### config.mk
export PLATFORM = sky130hd
export DESIGN_NAME = pad_handler
export DESIGN_NICKNAME = d
export VERILOG_FILES = /design/src/rtl/pad_pkg.sv /design/src/rtl/pad_diag_cnt.sv /design/src/rtl/pad_handler.sv
export SDC_FILE = /design/constraint.sdc
export NUM_CORES = 1
export LEC_CHECK = 0
export ABC_AREA = 1
export BUFFER_PORTS_ARGS = -buffer_cell sky130_fd_sc_hd__buf_4
export CORE_MARGIN = 2
export CORE_UTILIZATION = 40
export DETAILED_ROUTE_END_ITERATION = 8
export PLACE_DENSITY = 0.61
export SYNTH_ARGS = -nofsm -noshare
export SYNTH_HDL_FRONTEND = slang
export SYNTH_SLANG_ARGS = --single-unit
### constraint.sdc
create_clock -name mclk_i -period 4.05 [get_ports mclk_i]
set_input_delay 0.2025 -clock mclk_i [delete_from_list [all_inputs] [get_ports mclk_i]]
set_output_delay 0.2025 -clock mclk_i [all_outputs]
set_load 0.05 [all_outputs]
### src/rtl/pad_pkg.sv
// package: constants and carrier structs for the parameter access and diagnosis handler
package pad_pkg;
   // ==========================================================
   // function codes and exception values
   localparam logic [7:0] FC_RD32    = 8'h64;
   localparam logic [7:0] FC_WR32    = 8'h65;
   localparam logic [7:0] FC_DIAG    = 8'h08;
   localparam logic [7:0] EXC_FLAG   = 8'h80;
   localparam logic [7:0] EXC_FUNC   = 8'h01;
   localparam logic [7:0] EXC_ADDR   = 8'h02;
   localparam logic [7:0] EXC_VALUE  = 8'h03;
   localparam logic [7:0] EXC_DEVICE = 8'h04;
   // ==========================================================
   // unit address and start address layout
   localparam logic [7:0]  UNIT_MIN   = 8'h01;
   localparam logic [7:0]  UNIT_MAX   = 8'hF7;
   localparam logic [7:0]  UNIT_BCAST = 8'h00;
   localparam logic [15:0] START_MAX  = 16'h963F;
   localparam int          PNUM_W     = 12;
   localparam int          DSET_W     = 4;
   localparam logic [11:0] PNUM_MAX   = 12'h63F;
   localparam logic [3:0]  DSET_MAX   = 4'h9;
   // ==========================================================
   // diagnosis sub-functions and required zero data word
   localparam logic [15:0] SF_CLEAR  = 16'h000A;
   localparam logic [15:0] SF_MSGS   = 16'h000B;
   localparam logic [15:0] SF_XERR   = 16'h000C;
   localparam logic [15:0] SF_EXCS   = 16'h000D;
   localparam logic [15:0] SF_SLAVE  = 16'h000E;
   localparam logic [15:0] SF_BCAST  = 16'h000F;
   localparam logic [15:0] SF_NAK    = 16'h0010;
   localparam logic [15:0] SF_BUSY   = 16'h0011;
   localparam logic [15:0] SF_CHLOSS = 16'h0012;
   localparam logic [15:0] DIAG_ZERO = 16'h0000;
   // ==========================================================
   // data field byte counts per function and counter width
   localparam logic [3:0] LEN_RD32 = 4'h2;
   localparam logic [3:0] LEN_WR32 = 4'h6;
   localparam logic [3:0] LEN_DIAG = 4'h4;
   localparam int         CNT_W    = 16;
   // ==========================================================
   // carriers
   typedef struct packed {
      logic [7:0]  unit;
      logic [7:0]  func;
      logic [15:0] word0;  // start address or sub-function
      logic [31:0] value;  // write value, or diag data in low half
      logic [3:0]  nbytes; // data field length after function code
   } pad_req_s;
   typedef struct packed {
      logic [7:0]  unit;
      logic [7:0]  func;
      logic [15:0] word0;
      logic [31:0] value;
      logic [7:0]  exc_code;
      logic        is_exc;
      logic [1:0]  kind;   // 0 read, 1 write echo, 2 diag or unknown function
   } pad_rsp_s;
   typedef struct packed {
      logic        wr;
      logic [3:0]  dset;
      logic [11:0] pnum;
      logic [31:0] wdata;
   } pad_store_req_s;
   typedef struct packed {
      logic        known;
      logic        fail;
      logic [31:0] rdata;
   } pad_store_rsp_s;
endpackage

### src/rtl/pad_diag_cnt.sv
// diagnosis counter bank: five wrapping counters with registered read data
module pad_diag_cnt #(
   parameter int W = pad_pkg::CNT_W
) (
   // clock and reset
   input  wire logic         mclk_i,
   input  wire logic         srst_i,
   // events, clear and selection
   input  wire logic [4:0]   inc_i,
   input  wire logic         clr_i,
   input  wire logic [2:0]   sel_i,
   // read data
   output logic      [W-1:0] rdata_o
);
   // elaboration check: a zero-width counter cannot count
   if (W < 1) begin : g_w_chk
      $error("counter width must be positive");
   end

   logic [W-1:0] cnt [5];

   // ==========================================================
   // counters: event beats a simultaneous clear so no event is lost
   always_ff @(posedge mclk_i) begin
      for (int i = 0; i < 5; i++) begin
         if (srst_i) begin
            cnt[i] <= '0;                                      // see RULE24
         end else if (inc_i[i]) begin
            cnt[i] <= clr_i ? W'(1) : cnt[i] + W'(1);          // see RULE24
         end else if (clr_i) begin
            cnt[i] <= '0;                                      // see RULE13
         end
      end
   end

   // ==========================================================
   // registered read port; index 5 and up read zero
   always_ff @(posedge mclk_i) begin
      if (srst_i) begin
         rdata_o <= '0;
      end else if (sel_i < 3'h5) begin
         rdata_o <= cnt[sel_i];
      end else begin
         rdata_o <= '0;                                        // see RULE19
      end
   end
endmodule

### src/rtl/pad_handler.sv
// top: serves 32-bit parameter read/write and diagnosis counter requests
// Operation
// RULE1: read request: unit 1..247, 0x64, address
// RULE2: read reply: unit, function, four-byte value
// RULE3: failed access replies 0xE4 or 0xE5 plus code
// RULE4: low twelve bits give parameter, max 1599
// RULE5: top four bits give dataset, max nine
// RULE6: fractional values travel as scaled integers
// RULE7: unknown parameter gives exception code 2
// RULE8: wrong data byte count gives code 3
// RULE9: internal access failure gives code 4
// RULE10: write request: unit, 0x65, address, value
// RULE11: write reply echoes unit, function, address, value
// RULE12: function 0x08 selects counters by sub-function
// RULE13: sub-function 0x0A clears counters, echoes request
// RULE14: 0x0B counts valid messages, all addresses
// RULE15: 0x0C counts transfer error messages
// RULE16: 0x0D counts exception responses sent
// RULE17: 0x0E counts messages addressed here
// RULE18: 0x0F counts broadcast messages
// RULE19: 0x10 and 0x11 always return zero
// RULE20: 0x12 counts character data-loss messages
// RULE21: counter read needs zero data, returns count
// RULE22: exception sets function code top bit
// RULE23: unknown sub-function gives exception code 1
// RULE24: counters are 16 bits, wrap, reset clears
module pad_handler #(
   parameter logic [7:0] OWN_UNIT = 8'h01
) (
   // clock and reset
   input  wire logic                     mclk_i,
   input  wire logic                     srst_i,
   // request from transport
   input  wire logic                     req_valid_i,
   input  wire pad_pkg::pad_req_s        req_i,
   output logic                          req_ready_o,
   // frame events from transport
   input  wire logic                     ev_xfer_err_i,
   input  wire logic                     ev_char_loss_i,
   // parameter store
   output logic                          st_valid_o,
   output pad_pkg::pad_store_req_s       st_req_o,
   input  wire logic                     st_done_i,
   input  wire pad_pkg::pad_store_rsp_s  st_rsp_i,
   // response to transport
   output logic                          rsp_valid_o,
   output pad_pkg::pad_rsp_s             rsp_o
);
   // elaboration check: the own unit must be a legal individual address
   if (OWN_UNIT < pad_pkg::UNIT_MIN || OWN_UNIT > pad_pkg::UNIT_MAX) begin : g_unit_chk
      $error("own unit address out of range");
   end

   typedef enum logic [2:0] {
      S_IDLE  = 3'b000,
      S_DEC   = 3'b001,
      S_STORE = 3'b011,
      S_DIAG  = 3'b010,
      S_RSP   = 3'b110
   } pad_state_e;

   pad_state_e          state;
   pad_pkg::pad_req_s   req;
   logic [4:0]          cnt_inc;
   logic                cnt_clr;
   logic [2:0]          cnt_sel;
   logic [15:0]         cnt_rdata;

   // ==========================================================
   // address field split
   function automatic logic addr_ok(input logic [15:0] a);
      logic [3:0]  ds;
      logic [11:0] pn;
      ds = a[15 -: pad_pkg::DSET_W];                           // see RULE5
      pn = a[pad_pkg::PNUM_W-1:0];                             // see RULE4
      return (a <= pad_pkg::START_MAX) && (ds <= pad_pkg::DSET_MAX)
             && (pn <= pad_pkg::PNUM_MAX);
   endfunction

   // diag sub-function to counter index, 7 marks unsupported
   function automatic logic [2:0] sf_index(input logic [15:0] sf);
      case (sf)
         pad_pkg::SF_MSGS:   return 3'h0;                      // see RULE14
         pad_pkg::SF_XERR:   return 3'h1;                      // see RULE15
         pad_pkg::SF_EXCS:   return 3'h2;                      // see RULE16
         pad_pkg::SF_SLAVE:  return 3'h3;                      // see RULE17
         pad_pkg::SF_BCAST:  return 3'h3 + 3'h1;               // see RULE18
         pad_pkg::SF_NAK:    return 3'h5;                      // see RULE19
         pad_pkg::SF_BUSY:   return 3'h5;                      // see RULE19
         pad_pkg::SF_CHLOSS: return 3'h6;                      // see RULE20
         default:            return 3'h7;
      endcase
   endfunction

   // the bank read register loads during decode, straight from the registered
   // sub-function, so it holds the chosen count by the diag state; selecting from
   // cnt_sel instead would hand back the previous request's counter.
   // data loss folds onto a zero slot here and is served from loss_cnt
   logic [2:0] bank_sel;
   assign bank_sel = (sf_index(req.word0) == 3'h6) ? 3'h5 : sf_index(req.word0);

   pad_diag_cnt #(.W(pad_pkg::CNT_W)) u_cnt (
      .mclk_i  (mclk_i),
      .srst_i  (srst_i),
      .inc_i   (cnt_inc),
      .clr_i   (cnt_clr),
      .sel_i   (bank_sel),
      .rdata_o (cnt_rdata)
   );

   // separate data-loss counter kept here so unused codes stay zero
   logic [15:0] loss_cnt;
   always_ff @(posedge mclk_i) begin
      if (srst_i) begin
         loss_cnt <= '0;                                       // see RULE24
      end else if (ev_char_loss_i) begin
         loss_cnt <= cnt_clr ? 16'h0001 : loss_cnt + 16'h0001; // see RULE20
      end else if (cnt_clr) begin
         loss_cnt <= '0;
      end
   end

   // ==========================================================
   // counting events: messages, errors, exceptions sent, own and broadcast
   logic take;
   assign take = req_valid_i && req_ready_o;
   always_comb begin
      cnt_inc    = '0;
      cnt_inc[0] = take;                                       // see RULE14
      cnt_inc[1] = ev_xfer_err_i;                              // see RULE15
      cnt_inc[2] = (state == S_RSP) && rsp_o.is_exc;           // see RULE16
      cnt_inc[3] = take && (req_i.unit == OWN_UNIT);           // see RULE17
      cnt_inc[4] = take && (req_i.unit == pad_pkg::UNIT_BCAST); // see RULE18
   end

   // ==========================================================
   // request register and store request
   always_ff @(posedge mclk_i) begin
      if (srst_i) begin
         req <= '0;
      end else if (take) begin
         req <= req_i;
      end
   end

   always_ff @(posedge mclk_i) begin
      if (srst_i) begin
         st_req_o <= '0;
      end else if (state == S_DEC) begin
         st_req_o.wr    <= (req.func == pad_pkg::FC_WR32);    // see RULE10
         st_req_o.dset  <= req.word0[15 -: pad_pkg::DSET_W];    // see RULE5
         st_req_o.pnum  <= req.word0[pad_pkg::PNUM_W-1:0];      // see RULE4
         st_req_o.wdata <= req.value;                          // see RULE6
      end
   end

   // ==========================================================
   // sequencer
   always_ff @(posedge mclk_i) begin
      if (srst_i) begin
         state       <= S_IDLE;
         req_ready_o <= 1'b0;
         st_valid_o  <= 1'b0;
         rsp_valid_o <= 1'b0;
         rsp_o       <= '0;
         cnt_clr     <= 1'b0;
         cnt_sel     <= '0;
      end else begin
         st_valid_o  <= 1'b0;
         rsp_valid_o <= 1'b0;
         cnt_clr     <= 1'b0;
         case (state)
            S_IDLE: begin
               req_ready_o <= 1'b1;
               if (take) begin
                  req_ready_o <= 1'b0;
                  state       <= S_DEC;
               end
            end
            S_DEC: begin
               rsp_o.unit   <= req.unit;
               rsp_o.func   <= req.func;
               rsp_o.word0  <= req.word0;
               rsp_o.value  <= '0;
               rsp_o.is_exc <= 1'b0;
               rsp_o.exc_code <= '0;
               state        <= S_RSP;
               if (req.func == pad_pkg::FC_RD32 || req.func == pad_pkg::FC_WR32) begin
                  rsp_o.kind <= (req.func == pad_pkg::FC_RD32) ? 2'h0 : 2'h1;
                  if (req.nbytes != ((req.func == pad_pkg::FC_RD32) ?
                      pad_pkg::LEN_RD32 : pad_pkg::LEN_WR32)) begin
                     rsp_o.is_exc   <= 1'b1;
                     rsp_o.exc_code <= pad_pkg::EXC_VALUE;    // see RULE8
                  end else if (!addr_ok(req.word0)) begin     // see RULE1
                     rsp_o.is_exc   <= 1'b1;
                     rsp_o.exc_code <= pad_pkg::EXC_ADDR;     // see RULE7
                  end else begin
                     st_valid_o <= 1'b1;
                     state      <= S_STORE;
                  end
               end else if (req.func == pad_pkg::FC_DIAG) begin // see RULE12
                  rsp_o.kind <= 2'h2;
                  if (req.nbytes != pad_pkg::LEN_DIAG ||
                      req.value[15:0] != pad_pkg::DIAG_ZERO) begin
                     rsp_o.is_exc   <= 1'b1;
                     rsp_o.exc_code <= pad_pkg::EXC_VALUE;    // see RULE21
                  end else if (req.word0 == pad_pkg::SF_CLEAR) begin
                     cnt_clr <= 1'b1;                          // see RULE13
                  end else if (sf_index(req.word0) == 3'h7) begin
                     rsp_o.is_exc   <= 1'b1;
                     rsp_o.exc_code <= pad_pkg::EXC_FUNC;     // see RULE23
                  end else begin
                     cnt_sel <= sf_index(req.word0);
                     state   <= S_DIAG;
                  end
               end else begin
                  rsp_o.kind     <= 2'h2;
                  rsp_o.is_exc   <= 1'b1;
                  rsp_o.exc_code <= pad_pkg::EXC_FUNC;
               end
            end
            S_STORE: begin
               if (st_done_i) begin
                  state <= S_RSP;
                  if (!st_rsp_i.known) begin
                     rsp_o.is_exc   <= 1'b1;
                     rsp_o.exc_code <= pad_pkg::EXC_ADDR;     // see RULE7
                  end else if (st_rsp_i.fail) begin
                     rsp_o.is_exc   <= 1'b1;
                     rsp_o.exc_code <= pad_pkg::EXC_DEVICE;   // see RULE9
                  end else if (st_req_o.wr) begin
                     rsp_o.value <= req.value;                 // see RULE11
                  end else begin
                     rsp_o.value <= st_rsp_i.rdata;            // see RULE2
                  end
               end
            end
            S_DIAG: begin
               // bank read register was loaded at decode from the selected slot
               rsp_o.value <= {16'h0000, (cnt_sel == 3'h6) ? loss_cnt : cnt_rdata}; // see RULE21
               state       <= S_RSP;
            end
            S_RSP: begin
               rsp_valid_o <= 1'b1;
               if (rsp_o.is_exc) begin
                  rsp_o.func <= req.func | pad_pkg::EXC_FLAG;  // see RULE22 see RULE3
               end
               state <= S_IDLE;
            end
            default: state <= S_IDLE;
         endcase
      end
   end
endmodule

==> results.yml <==
die:
  fp.dieArea_mm2: 0.0362
  fp.dieW_um: 190
  die_h_um: 190
  rows: 68
  initial_core_util_pct: 40.4
  core_region_area_mm2: 0.0344
  io_pins: 235
synth:
  ys_warn_count: 0
  ys_seq_area_share_pct: 48.4
  syn_area_mm2: 0.0139
  postSynthCellCount: 1804
  synth.distinct_cells: 48
  synth.avg_cell_area_um2: 7.70
  synth-seq-cells: 296
layout:
  nets: 2172
  stdcell_count: 2534
  drive_above_1_share_pct: 17.7
  nFillCells: 3311
  area_growth_pct: 26.5
timing:
  whs_ns: 0.0338
  skew_ns: 0.0198
  setup_viol: 0
  tightest_slew_ns: 1.06
  fmax_mhz: 364
  fin_crit_ns: 2.75
  rsz0062_at_grt: "false"
  fin_crit_sh_pct: 67.9
  tns_ns: 0
  drv_slew: 0
  relSlewSlack_pct: 29.3
  hold_viol: 0
critical_path:
  crit_type: "reg2reg"
  max_stage_delay_ns: 0.80
  crit_chain: "nand3_2 > inv_2 > o21ai_2 > nand2_2 > a21oi_1 > a221oi_1"
  reg2reg_slack_ns: 1.30
  cp_slowest_cell: "nand2_2"
  critPathMaxFanout: 48
  required_ns: 4.53
  crit_arrival_ns: 3.23
  cp-end-kind: "register"
  worst_setup_path_start_kind: "register"
clocking:
  postCtsSetupBuffers: 0
  tritoncts: "yes"
  clk_path_buf_depth: 3
  clk_pin_slew_ns: 0.06
  cts_buffers: 31
  cts_hold_buffers: 71
  ctsHtreeMaxLevel: 1
  clock-sinks: 296
  cts_resized: 0
  clock_latency_ns: 0.58
  clockRootBuffer: "clkbuf_16"
drt:
  met1Wirelength_um: 18200
  firstDrtPassIters: 7
  wl_met2_um: 20200
  routed_wl_um: 43200
  wl_per_cell_um: 17.0
  vias: 12894
  drtIter0Drc: 915
  wl_met3_um: 3030
  drc: 0
  top_layer: "met4"
  ant_nets: 0
  avgViaCountPerCell: 5.09
global_route:
  grt_pass1_wl_um: 66400
  antenna_found_initial: 2
  globalRoute.totalOverflow: 0
  track_usage_pct: 23.1
  grt_pass1_vias: 12247
  grt_max_degree: 86
pwr:
  leakage_nw: 7.50
  power_density_mw_per_mm2: 620
  irDropWorstVdd_mv: 0.397
placed_design:
  placedCellCount: 2403
  gp_congestion: 0.891
  io_buffers: 229
  dpl.hpwl_um: 31300
min_path:
  hold_path_class: "in2reg"
run_status:
  status: "finished clean"
job:
  max_cap_violations: 0
[cells in the final DEF (no fill, tap or decap), drive strengths merged, types with 2 or more instances in the layout]
master and count:
o211ai 14, inv 229, clkbuf 46, buf 237, nand4 31, or2 8
nor2 186, dfxtp 216, nor3b 9, nor3 47, mux2 16, o21ai 169
nand3 122, ha 12, edfxtp 80, a221oi 16, a211oi 4, o21a 7
a21oi 148, diode 2, a31oi 5, nand3b 2, dlygate4sd3 71, nor4 5
o22ai 2, clkinv 9, conb 5, nand2 372
[critical path: cells and delay by family (launching register included)]
family / cells / cell delay [ns]
simple gates: 2 / 0.93
compound gates: 3 / 0.75
flops: 1 / 0.47
buf+inv: 1 / 0.46
[synthesized netlist by cell type (all sizes together)]
cell	instances	area share (%)
dfxtp	216	31
a22oi	1	0.054
a221oi	16	1.5
ha	12	1.1
o22ai	2	0.090
and3	1	0.045
nand4	31	1.4
a32oi	1	0.063
conb	1	0.027
o211ai	14	0.76
nor3	47	1.9
buf	51	2.2
clkbuf	46	1.2
xor2	1	0.063
a2111oi	1	0.063
a31oi	5	0.23
mux2	16	1.3
o2111ai	1	0.11
nand3b	2	0.11
a31o	1	0.063
a21o	1	0.054
nor3b	9	0.49
nand3	122	4.4
nand2	372	10
nor2	186	5.2
or2	8	0.36
a21oi	148	5.3
inv	227	6.1
nor4	5	0.32
o21a	7	0.38
a211oi	4	0.22
edfxtp	80	17
o21ai	169	6.1
[per-layer routing]
| layer | up-vias | track usage, % |
|---|---|---|
| met3 | 82 | 3.83 |
| li1 | 6456 | - |
| met1 | 5929 | 29.6 |
| met4 | 0 | 9.09 |
| met5 | - | 0 |
| met2 | 427 | 38.8 |
[where the power goes]
group | internal (mW) | leakage, nW | switching, mW
combinational | 1.12 | 4.36 | 2.90
clock | 1.68 | 0.539 | 1.24
sequential | 3.57 | 2.60 | 0.388
total | 6.37 | 7.50 | 4.52
[final timing paths]
path | startpoint | endpoint | cells past startpoint
min | ev_xfer_err_i | u_cnt.cnt[1][0]$_SDFFCE_PP0P_ | 3
max | state[1]$_SDFFE_PP0P_ | rsp_o[23]$_SDFFE_PP0P_ | 6
max reg2reg | state[1]$_SDFFE_PP0P_ | rsp_o[23]$_SDFFE_PP0P_ | 6
min reg2reg | cnt_sel[1]$_SDFFE_PP0P_ | cnt_sel[1]$_SDFFE_PP0P_ | 2
[area by class of cell]
cell class              instances  area (µm²)  area share (%)
flip-flops and latches        296        6730            38.3
multi-input cells            1188        5860            33.3
repair buffers                308        2490            14.2
clock buffers                  46         983            5.60
inverters                     227         852            4.85
well taps                     455         569            3.24
clock inverters                12        78.8           0.449
diodes                          2        5.00          0.0285
[flip-flops by register name (all words and copies together) (netlist names), named ones only]
| name | flops |
|---|---|
| rsp_o | 55 |
| rsp_valid_o | 1 |
| cnt_sel | 3 |
| st_req_o | 48 |
| loss_cnt | 16 |
| req_ready_o | 1 |
| state | 3 |
| u_cnt.rdata_o | 16 |
| cnt_clr | 1 |
| u_cnt.cnt | 80 |
| st_valid_o | 1 |
| req | 68 |
[stage by stage]
step / power, mW / area, µm² / util [%] / worst slack [ns]
6_report: 10.9 / 17600 / 51.1 / 1.30
4_1_cts: 10.9 / 17600 / 51.1 / 1.31
3_3_place_gp: 7.92 / 15800 / 45.9 / 1.47
3_5_place_dp: 7.98 / 15800 / 45.9 / 1.33
2_1_floorplan: 6.83 / 13900 / - / 1.33
5_1_grt: 11.4 / 17600 / 51.1 / 1.01
[cell families after synthesis]
group                    synth area share [%]
other                                  0.0270
AO/OA/AOI/OAI                            15.0
AND/OR/NAND/NOR                          24.5
multiplexers                             1.30
adder cells (fa/ha/maj)                  1.08
flip-flops                               48.4
XOR/XNOR                               0.0631
buffers and inverters                    9.62
Note: power is estimated with default switching activity, not from simulation.
